`config.mk`:
```
export PLATFORM = sky130hd
export DESIGN_NAME = multi_mode_timer_counter
export DESIGN_NICKNAME = d
export VERILOG_FILES = /design/src/pkg/tmr_pkg.sv /design/src/hw/multi_mode_timer_counter.sv
export VERILOG_INCLUDE_DIRS = /design/src /design/src/pkg
export SDC_FILE = /design/constraint.sdc
export NUM_CORES = 1
export LEC_CHECK = 0
export BUFFER_PORTS_ARGS = -buffer_cell sky130_fd_sc_hd__buf_2
export CAP_MARGIN = 20
export CORE_MARGIN = 2
export CORE_UTILIZATION = 49
export CTS_CLUSTER_SIZE = 40
export DETAILED_ROUTE_END_ITERATION = 10
export GPL_ROUTABILITY_DRIVEN = 0
export HOLD_SLACK_MARGIN = 0.12
export PLACE_DENSITY = 0.75
export SYNTH_ARGS = -nofsm -noshare
export SYNTH_HDL_FRONTEND = slang
export SYNTH_SLANG_ARGS = --single-unit
```
`constraint.sdc`:
```
create_clock -name clk -period 3.4 [get_ports clk]
set_clock_uncertainty 0.15 [all_clocks]
set_input_delay 0.17 -clock clk [delete_from_list [all_inputs] [get_ports clk]]
set_output_delay 0.17 -clock clk [all_outputs]
set_load 0.03 [all_outputs]
```
`src/pkg/tmr_regs.svh`:
```
`ifndef TMR_REGS_SVH
`define TMR_REGS_SVH

// register byte offsets
`define OFS_CTRL 5'h00
`define OFS_CMP_A 5'h04
`define OFS_CAP_B 5'h08
`define OFS_POWER 5'h0C
`define OFS_STATUS 5'h10

// control register field positions
`define CTL_MODE_LO 0
`define CTL_CLK_LO 2
`define CTL_START_LO 4
`define CTL_ACAP 6
`define CTL_TSTOP 7
`define CTL_CEDGE 8
`define CTL_DVTAP 9
`define CTL_WIDTH 10

// power register field positions
`define PWR_LOW_SPEED 0
`define PWR_STOP 1

// reset values
`define CTRL_RESET 10'h000
`define CMP_RESET 16'hFFFF
`define CAP_RESET 16'h0000

// noise filter, in periods of the high speed clock
`define FILT_REJECT_FC 4
`define FILT_DETECT_FC 12
`define FILT_CYCLES ((`FILT_REJECT_FC + `FILT_DETECT_FC) / 2)

`endif

```
`src/pkg/tmr_pkg.sv`:
```
package tmr_pkg;

  typedef enum logic [1:0] {
    MODE_TIMER = 2'h0,
    MODE_WINDOW = 2'h1,
    MODE_PULSE = 2'h2,
    MODE_PPG = 2'h3
  } mode_t;

  typedef enum logic [1:0] {
    START_STOP = 2'h0,
    START_CMD = 2'h1,
    START_RISE = 2'h2,
    START_FALL = 2'h3
  } start_t;

  typedef enum logic [1:0] {
    CLK_SLOW = 2'h0,
    CLK_DIV7 = 2'h1,
    CLK_DIV3 = 2'h2,
    CLK_PIN = 2'h3
  } clk_sel_t;

  typedef struct packed {
    logic divider_tap_select;
    logic capture_edge_mode;
    logic trigger_stop_select;
    logic auto_capture_enable;
    start_t start_control_field;
    clk_sel_t source_clock_select;
    mode_t operating_mode_field;
  } counter_control_reg_t;

  typedef enum logic {
    ST_WAIT = 1'b0,
    ST_RUN = 1'b1
  } run_state_t;

endpackage

```
`src/hw/multi_mode_timer_counter.sv`:
```
`include "tmr_regs.svh"
`timescale 1ns/1ps
`default_nettype none

module multi_mode_timer_counter
(
  input wire logic clk,
  input wire logic rst,
  input wire logic [4:0] address,
  input wire logic read,
  input wire logic write,
  input wire logic [31:0] writedata,
  input wire logic [3:0] byteenable,
  output logic [31:0] readdata,
  output logic waitrequest,
  input wire logic counter_input_pin,
  input wire logic low_speed_clock,
  output logic match_capture_irq
);
  import tmr_pkg::*;

  localparam logic [3:0] FILT_LAST = 4'(`FILT_CYCLES - 1);

  counter_control_reg_t ctrl_q;
  logic [15:0] cmp_q;
  logic [15:0] cap_q;
  logic [15:0] cnt_q;
  logic [15:0] cnt_d;
  logic [15:0] cap_d;
  logic low_speed_q;
  logic ack_q;
  logic [31:0] rdata_q;
  logic irq_q;
  logic irq_d;
  logic force_stop;
  run_state_t run_q;
  run_state_t run_d;

  // bus slave: one wait state, answer at the second edge
  wire req = read | write;
  wire bus_we = write & ack_q;
  wire sel_ctrl = address == `OFS_CTRL;
  wire sel_cmp = address == `OFS_CMP_A;
  wire sel_cap = address == `OFS_CAP_B;
  wire sel_pwr = address == `OFS_POWER;
  wire sel_stat = address == `OFS_STATUS;
  wire we_ctrl = bus_we & sel_ctrl & byteenable[0];
  wire we_ctrl_hi = bus_we & sel_ctrl & byteenable[1];
  wire we_cmp_lo = bus_we & sel_cmp & byteenable[0];
  wire we_cmp_hi = bus_we & sel_cmp & byteenable[1];
  wire we_pwr = bus_we & sel_pwr & byteenable[0];
  assign waitrequest = req & ~ack_q;

  logic [31:0] rmux;
  logic pin_lvl_q;
  assign rmux =
    sel_ctrl ? {22'h0, ctrl_q} :
    sel_cmp ? {16'h0, cmp_q} :
    sel_cap ? {16'h0, cap_q} :
    sel_pwr ? {31'h0, low_speed_q} :
    sel_stat ? {30'h0, pin_lvl_q, run_q == ST_RUN} :
    32'h0;

  always_ff @(posedge clk)
  begin
    if (rst)
      ack_q <= 1'b0;
    else
      ack_q <= req & ~ack_q;
  end

  always_ff @(posedge clk)
  begin
    if (rst)
      rdata_q <= 32'h0;
    else if (read & ~ack_q)
      rdata_q <= rmux;
  end
  assign readdata = rdata_q;

  // writing the stop bit models entry to the stop power mode
  assign force_stop = we_pwr & writedata[`PWR_STOP];

  always_ff @(posedge clk)
  begin
    if (rst)
      ctrl_q <= counter_control_reg_t'(`CTRL_RESET);
    else
    begin
      if (we_ctrl)
        ctrl_q[7:0] <= writedata[7:0];
      if (we_ctrl_hi)
        ctrl_q[9:8] <= writedata[9:8];
      if (force_stop)
        ctrl_q.start_control_field <= START_STOP;
    end
  end

  always_ff @(posedge clk)
  begin
    if (rst)
    begin
      cmp_q <= `CMP_RESET;
      low_speed_q <= 1'b0;
    end
    else
    begin
      if (we_cmp_lo)
        cmp_q[7:0] <= writedata[7:0];
      if (we_cmp_hi)
        cmp_q[15:8] <= writedata[15:8];
      if (we_pwr)
        low_speed_q <= writedata[`PWR_LOW_SPEED];
    end
  end

  // prescaler of the high speed clock
  logic [10:0] pre_q;
  logic [2:0] fs_s_q;
  logic fs_lvl_q;
  logic [2:0] fs_div_q;
  always_ff @(posedge clk)
  begin
    if (rst)
      pre_q <= 11'h000;
    else
      pre_q <= pre_q + 11'h001;
  end

  // low speed clock is asynchronous: three flops, second and third agree
  wire fs_agree = fs_s_q[1] == fs_s_q[2];
  wire fs_rise = fs_agree & fs_s_q[2] & ~fs_lvl_q;
  always_ff @(posedge clk)
  begin
    if (rst)
    begin
      fs_s_q <= 3'h0;
      fs_lvl_q <= 1'b0;
      fs_div_q <= 3'h0;
    end
    else
    begin
      fs_s_q <= {fs_s_q[1:0], low_speed_clock};
      if (fs_agree)
        fs_lvl_q <= fs_s_q[2];
      if (fs_rise)
        fs_div_q <= fs_div_q + 3'h1;
    end
  end

  wire tick_d3 = pre_q[2:0] == 3'h7;
  wire tick_d7 = pre_q[6:0] == 7'h7F;
  wire tick_d11 = pre_q == 11'h7FF;
  wire tick_fs3 = fs_rise & (fs_div_q == 3'h7);
  wire use_fs = low_speed_q | ctrl_q.divider_tap_select;

  // in low speed mode only the slowest tap exists
  logic src_tick;
  assign src_tick =
    (ctrl_q.source_clock_select == CLK_SLOW) ?
      (use_fs ? tick_fs3 : tick_d11) :
    low_speed_q ? 1'b0 :
    (ctrl_q.source_clock_select == CLK_DIV7) ? tick_d7 :
    (ctrl_q.source_clock_select == CLK_DIV3) ? tick_d3 :
    1'b0;

  // input pin: three flops, then a stability filter that low speed mode bypasses
  logic [2:0] pin_s_q;
  logic [3:0] filt_q;
  logic pin_lvl_d;
  wire pin_agree = pin_s_q[1] == pin_s_q[2];
  wire pin_diff = pin_agree & (pin_s_q[2] != pin_lvl_q);
  // filter length sits between the reject and detect widths
  wire filt_done = filt_q == FILT_LAST;
  assign pin_lvl_d =
    (pin_diff & (low_speed_q | filt_done)) ? pin_s_q[2] :
    pin_lvl_q;

  always_ff @(posedge clk)
  begin
    if (rst)
    begin
      pin_s_q <= 3'h0;
      filt_q <= 4'h0;
      pin_lvl_q <= 1'b0;
    end
    else
    begin
      pin_s_q <= {pin_s_q[1:0], counter_input_pin};
      filt_q <= (pin_diff & ~filt_done) ? filt_q + 4'h1 : 4'h0;
      pin_lvl_q <= pin_lvl_d;
    end
  end

  wire pin_rise = pin_lvl_d & ~pin_lvl_q;
  wire pin_fall = ~pin_lvl_d & pin_lvl_q;

  // decode of mode and start fields
  start_t st;
  assign st = ctrl_q.start_control_field;
  wire stopped = st == START_STOP;
  wire edge_sel = st == START_RISE || st == START_FALL;
  wire trig_edge = (st == START_FALL) ? pin_fall : pin_rise;
  wire opp_edge = (st == START_FALL) ? pin_rise : pin_fall;
  wire ext_src = ctrl_q.source_clock_select == CLK_PIN;
  wire m_basic = ctrl_q.operating_mode_field == MODE_TIMER;
  wire m_event = m_basic & ext_src;
  wire m_timer = m_basic & ~ext_src & (st == START_CMD);
  wire m_trig = m_basic & ~ext_src & edge_sel;
  wire m_window = ctrl_q.operating_mode_field == MODE_WINDOW;
  wire m_pulse = (ctrl_q.operating_mode_field == MODE_PULSE) & edge_sel;
  wire gate_open = (st == START_FALL) ? ~pin_lvl_q : pin_lvl_q;
  wire [15:0] cnt_inc = cnt_q + 16'h0001;
  wire inc_match = cnt_inc == cmp_q;
  wire cur_match = cnt_q == cmp_q;
  wire cap_allowed = m_timer | m_event | m_window;
  wire cnt_tick = m_event ? (edge_sel ? trig_edge : pin_rise) : src_tick;

  always_comb
  begin
    cnt_d = cnt_q;
    cap_d = cap_q;
    irq_d = 1'b0;
    run_d = run_q;
    if (stopped)
    begin
      cnt_d = 16'h0000;
      run_d = ST_WAIT;
    end
    else if (m_timer)
    begin
      if (src_tick)
        cnt_d = inc_match ? 16'h0000 : cnt_inc;
      irq_d = src_tick & inc_match;
    end
    else if (m_event)
    begin
      if (cnt_tick)
        cnt_d = cnt_inc;
      else if (opp_edge & cur_match)
      begin
        cnt_d = 16'h0000;
        irq_d = 1'b1;
      end
    end
    else if (m_window)
    begin
      if (src_tick & gate_open)
      begin
        cnt_d = inc_match ? 16'h0000 : cnt_inc;
        irq_d = inc_match;
      end
    end
    else if (m_trig)
    begin
      case (run_q)
        ST_WAIT:
        begin
          if (trig_edge)
          begin
            run_d = ST_RUN;
            cnt_d = 16'h0000;
          end
        end
        ST_RUN:
        begin
          if (ctrl_q.trigger_stop_select & opp_edge)
          begin
            run_d = ST_WAIT;
            cnt_d = 16'h0000;
          end
          else if (src_tick)
          begin
            if (inc_match)
            begin
              run_d = ST_WAIT;
              cnt_d = 16'h0000;
              irq_d = 1'b1;
            end
            else
              cnt_d = cnt_inc;
          end
        end
        default: run_d = ST_WAIT;
      endcase
    end
    else if (m_pulse)
    begin
      case (run_q)
        ST_WAIT:
        begin
          // single-edge holds at one until a trigger restarts it
          if (trig_edge)
            run_d = ST_RUN;
        end
        ST_RUN:
        begin
          if (opp_edge)
          begin
            cap_d = cnt_q;
            irq_d = 1'b1;
            if (ctrl_q.capture_edge_mode)
            begin
              cnt_d = 16'h0001;
              run_d = ST_WAIT;
            end
            else if (src_tick)
              cnt_d = cnt_inc;
          end
          else if (trig_edge & ~ctrl_q.capture_edge_mode)
          begin
            cap_d = cnt_q;
            irq_d = 1'b1;
            cnt_d = 16'h0000;
          end
          else if (src_tick)
            cnt_d = cnt_inc;
        end
        default: run_d = ST_WAIT;
      endcase
    end
    // auto-capture follows the counter's own source clock
    if (ctrl_q.auto_capture_enable & cap_allowed & ~stopped & cnt_tick)
      cap_d = cnt_q;
  end

  always_ff @(posedge clk)
  begin
    if (rst)
    begin
      cnt_q <= 16'h0000;
      cap_q <= `CAP_RESET;
      irq_q <= 1'b0;
      run_q <= ST_WAIT;
    end
    else
    begin
      cnt_q <= cnt_d;
      cap_q <= cap_d;
      irq_q <= irq_d;
      run_q <= run_d;
    end
  end

  assign match_capture_irq = irq_q;

endmodule

`default_nettype wire

```
==> key figures <==
Worst setup path
  – CP required: 3.45 ns
  – Critical path buffers and inverters: 0
  – Critical path type: reg2reg
  – Max stage delay cell, worst path: dfxtp_1
  – Worst Setup End Kind: register
  – Arrival @ worst endpoint: between 3 and 4 ns
  – CP Max Fanout: 10
  – Crit path cell chain: nand3_1 > nor4_4 > xor2_1 > nor4_1 > o2111ai_2 > or3_1 > nor3b_1 > a221oi_2 > o32ai_1
  – CP max stage delay: around 0.53 ns
  – CP startpoint kind: register
  – R2R setup slack: about 0.15 ns
  – Worst path top cell family by delay: simple AND/OR/NAND/NOR gates

Floorplanning
  – Initial Utilization: about 50%
  – Rows: 40
  – I/O pins: 81
  – Full die area: about 0.013 mm^2
  – Core area: between 0.01 and 0.015 mm^2
  – Die H: 115 um
  – Die width: approximately 110 um

Power and ir drop
  – Final Power: around 2.5 mW
  – Power per cell area: around 350 mW/mm^2
  – Worst IR drop on VDD: approximately 280 uV
  – Pleak: between 2 and 3 nW

Finish
  – Fill count: slightly below 1,000
  – Nets@finish: between 800 and 900
  – Post-route cell area: 0.00709 mm^2
  – Share of layout cells above drive strength 1: between 10% and 20%
  – Post-Route Utilization: 59.3%
  – Storage element area: around 0.0021 mm^2
  – Area of the multi-input gates: roughly 0.0037 mm^2
  – Diodes inserted: 0
  – Area grow syn2layout: 18.2%
  – Post-Layout Cell Count: around 960

STA
  – WHS: 0.241 ns
  – Crit path time final: between 3 and 4 ns
  – Final worst-path cycle share: between 90% and 100%
  – Setup repair after global routing missed its margin: true
  – Final Worst Setup Slack: ~0.15 ns
  – Final hold vios: 0
  – Setup total negative slack: 0 ns
  – Slew @ Worst Pin: 0.849 ns
  – Relative slew slack: between 40% and 50%
  – Max frequency: around 300 MHz
  – Max Slew Vio Count: 0
  – Setup violators final: 0

Synth
  – Post-synth ARST share: 0%
  – Number of synthesized register bits: around 100
  – EDFF count, synth: 0
  – Sequential fraction of the synthesis area: between 30% and 40%
  – Syn Area/Cell: approximately 8.3 um^2
  – Prevailing post-synth register cell: dfxtp_1
  – Mapped Cells: approximately 730
  – Post-synth cell types: between 70 and 80
  – Synthesis Warnings: 0
  – Post-synthesis cell area: 0.00600 mm^2

Detailed routing
  – Iteration-0 DRC Markers: ~520
  – Post-DRT Antenna Nets: 0
  – Routed WL: between 15 and 20 mm
  – Via count: about 6,000
  – Pre-antenna DRT Iters: 5
  – Residual DRC: 0
  – Routed WL per cell: between 15 and 20 um
  – Post-DR vias/cell: slightly above 6

Clocking
  – CTS Sinks: around 100
  – CTS root buffer: clkbuf_16
  – Clock Path Buffers: 2
  – CTS buffer count: 9
  – CTS tree: yes
  – Skew-Pair Late Insertion Delay: between 0.3 and 0.4 ns
  – Reg clk slew, reported paths: 0.08 ns
  – Post-CTS Setup Inserts: 0
  – CTS H-tree depth: 3

Global route
  – All-Layer GR Usage: a little over a quarter
  – First-pass GRT wire length: about 28 mm
  – Total gr overflow: 0
  – Initial antenna violation count: 0
  – Largest net degree at the start of global routing: 79
  – Vias in the first global route: 5,559

Placed design
  – # port buffers: between 40 and 50
  – Cell count after placement: about 910
  – Placed cell area: ~0.0065 mm^2
  – Post-DP HPWL: between 10 and 15 mm
  – Placement Setup Slack: 0.262 ns

Run
  – Max-Cap Viols: 0

Min path
  – Hold WC Path Type: in2reg

Run status
  – Status: completed
registers in the layout (all words and copies together), names as in the netlist, 4 cells and up:
register / count
filt_q: 4
cnt_q: 16
ctrl_q: 8
cap_q: 16
readdata: 16
cmp_q: 16
pre_q: 11
cell usage after synthesis (all sizes together) (2+ instances only):
cell | number | area share, %
a211o | 13 | 1.9
a211oi | 6 | 0.75
a21o | 3 | 0.38
a21oi | 31 | 2.7
a221oi | 15 | 2.3
a22o | 8 | 1.2
a22oi | 2 | 0.25
a2bb2oi | 2 | 0.29
a311oi | 6 | 0.88
a31o | 2 | 0.29
a31oi | 11 | 1.1
a32oi | 4 | 0.58
and2 | 5 | 0.56
and3 | 15 | 1.6
and4 | 2 | 0.29
buf | 31 | 3.4
clkbuf | 30 | 1.9
dfxtp | 104 | 35
ha | 7 | 1.5
inv | 10 | 0.63
mux2i | 40 | 6.9
nand2 | 54 | 3.4
nand2b | 6 | 0.63
nand3 | 30 | 2.7
nand3b | 5 | 0.63
nand4 | 9 | 1.1
nand4b | 2 | 0.29
nor2 | 88 | 5.5
nor2b | 26 | 2.7
nor3 | 30 | 2.6
nor3b | 2 | 0.25
nor4 | 10 | 1.4
o2111ai | 4 | 0.69
o211ai | 9 | 1.1
o21a | 4 | 0.50
o21ai | 26 | 2.4
o221ai | 3 | 0.54
o22ai | 2 | 0.21
o311ai | 5 | 0.73
o31ai | 4 | 0.50
or2 | 4 | 0.42
or3 | 5 | 0.52
or4 | 4 | 0.50
xnor2 | 14 | 2.0
xor2 | 24 | 3.5
area by class of cell:
cell class	instances	area share [%]
Inverter	10	0.529
Clock inverter	7	0.935
Sequential cell	104	29.4
Timing Repair Buffer	116	11.9
Multi-Input combinational cell	565	51.5
Tap cell	147	2.59
Clock buffer	9	3.18
kinds of logic after synthesis:
family                   synth area share, %
AND/OR/NAND/NOR                         25.4
AO/OA/AOI/OAI                           19.9
flip-flops                              34.7
buffers and inverters                   5.92
multiplexers                            7.07
XOR/XNOR                                5.54
adder cells (fa/ha/maj)                 1.46
other                                 0.0625
report_power, final:
part / total, mW / switching [mW] / internal, mW
logic: 0.198 / 0.129 / 0.0695
registers: 1.25 / 0.0130 / 1.24
clock network: 1.03 / 0.518 / 0.514
what timing repair did:
| action | in CTS | in global routing |
|---|---|---|
| hold buffers | 30 | 0 |
| endpoints found under the hold margin | 32 | 0 |
| endpoints found under the setup margin | 0 | 7 |
| resized for setup | 0 | 3 |
layer usage:
layer  share of wire (%)  vias to the layer above  GRT usage [%]
met5                   0                        -              0
met4                 2.8                        0           11.4
met3                 6.6                       48           3.65
met2                  48                      276           43.0
met1                  43                     2861           35.2
li1                    -                     2773              -
tightest hold or removal path: cells and delay by family:
kind                   cells  cell delay [ns]
muxes                      1             0.12
and+or+nand+nor            3             0.32
buffers and inverters      1             0.10
path summary, 6_finish.rpt:
check,start,endpoint,cells past startpoint
worst max-delay path,cnt_q[3]$_SDFFE_PP0P_,cnt_q[2]$_SDFFE_PP0P_,9
worst min-delay path,byteenable[0],low_speed_q$_SDFFE_PP0P_,5
worst max register to register,cnt_q[3]$_SDFFE_PP0P_,cnt_q[2]$_SDFFE_PP0P_,9
worst min register to register,pin_s_q[0]$_SDFF_PP0_,pin_s_q[1]$_SDFF_PP0_,1
layout by cell type, fill, tap and decap left out, types with 13 or more instances in the layout:
cell           synthesis  routed
a211o_1               13      13
a21oi_1               29      29
a221oi_1              14      14
and3_1                15      15
buf_2                 10      46
buf_4                 18      39
conb_1                 1      16
dfxtp_1              104     104
dlygate4sd3_1          0      30
mux2i_1               39      39
nand2_1               54      54
nand3_1               29      29
nor2_1                88      88
nor2b_1               26      26
nor3_1                29      29
o21ai_0               20      20
xnor2_1               14      14
xor2_1                24      24
No activity file was read; power rests on OpenSTA's default activity.
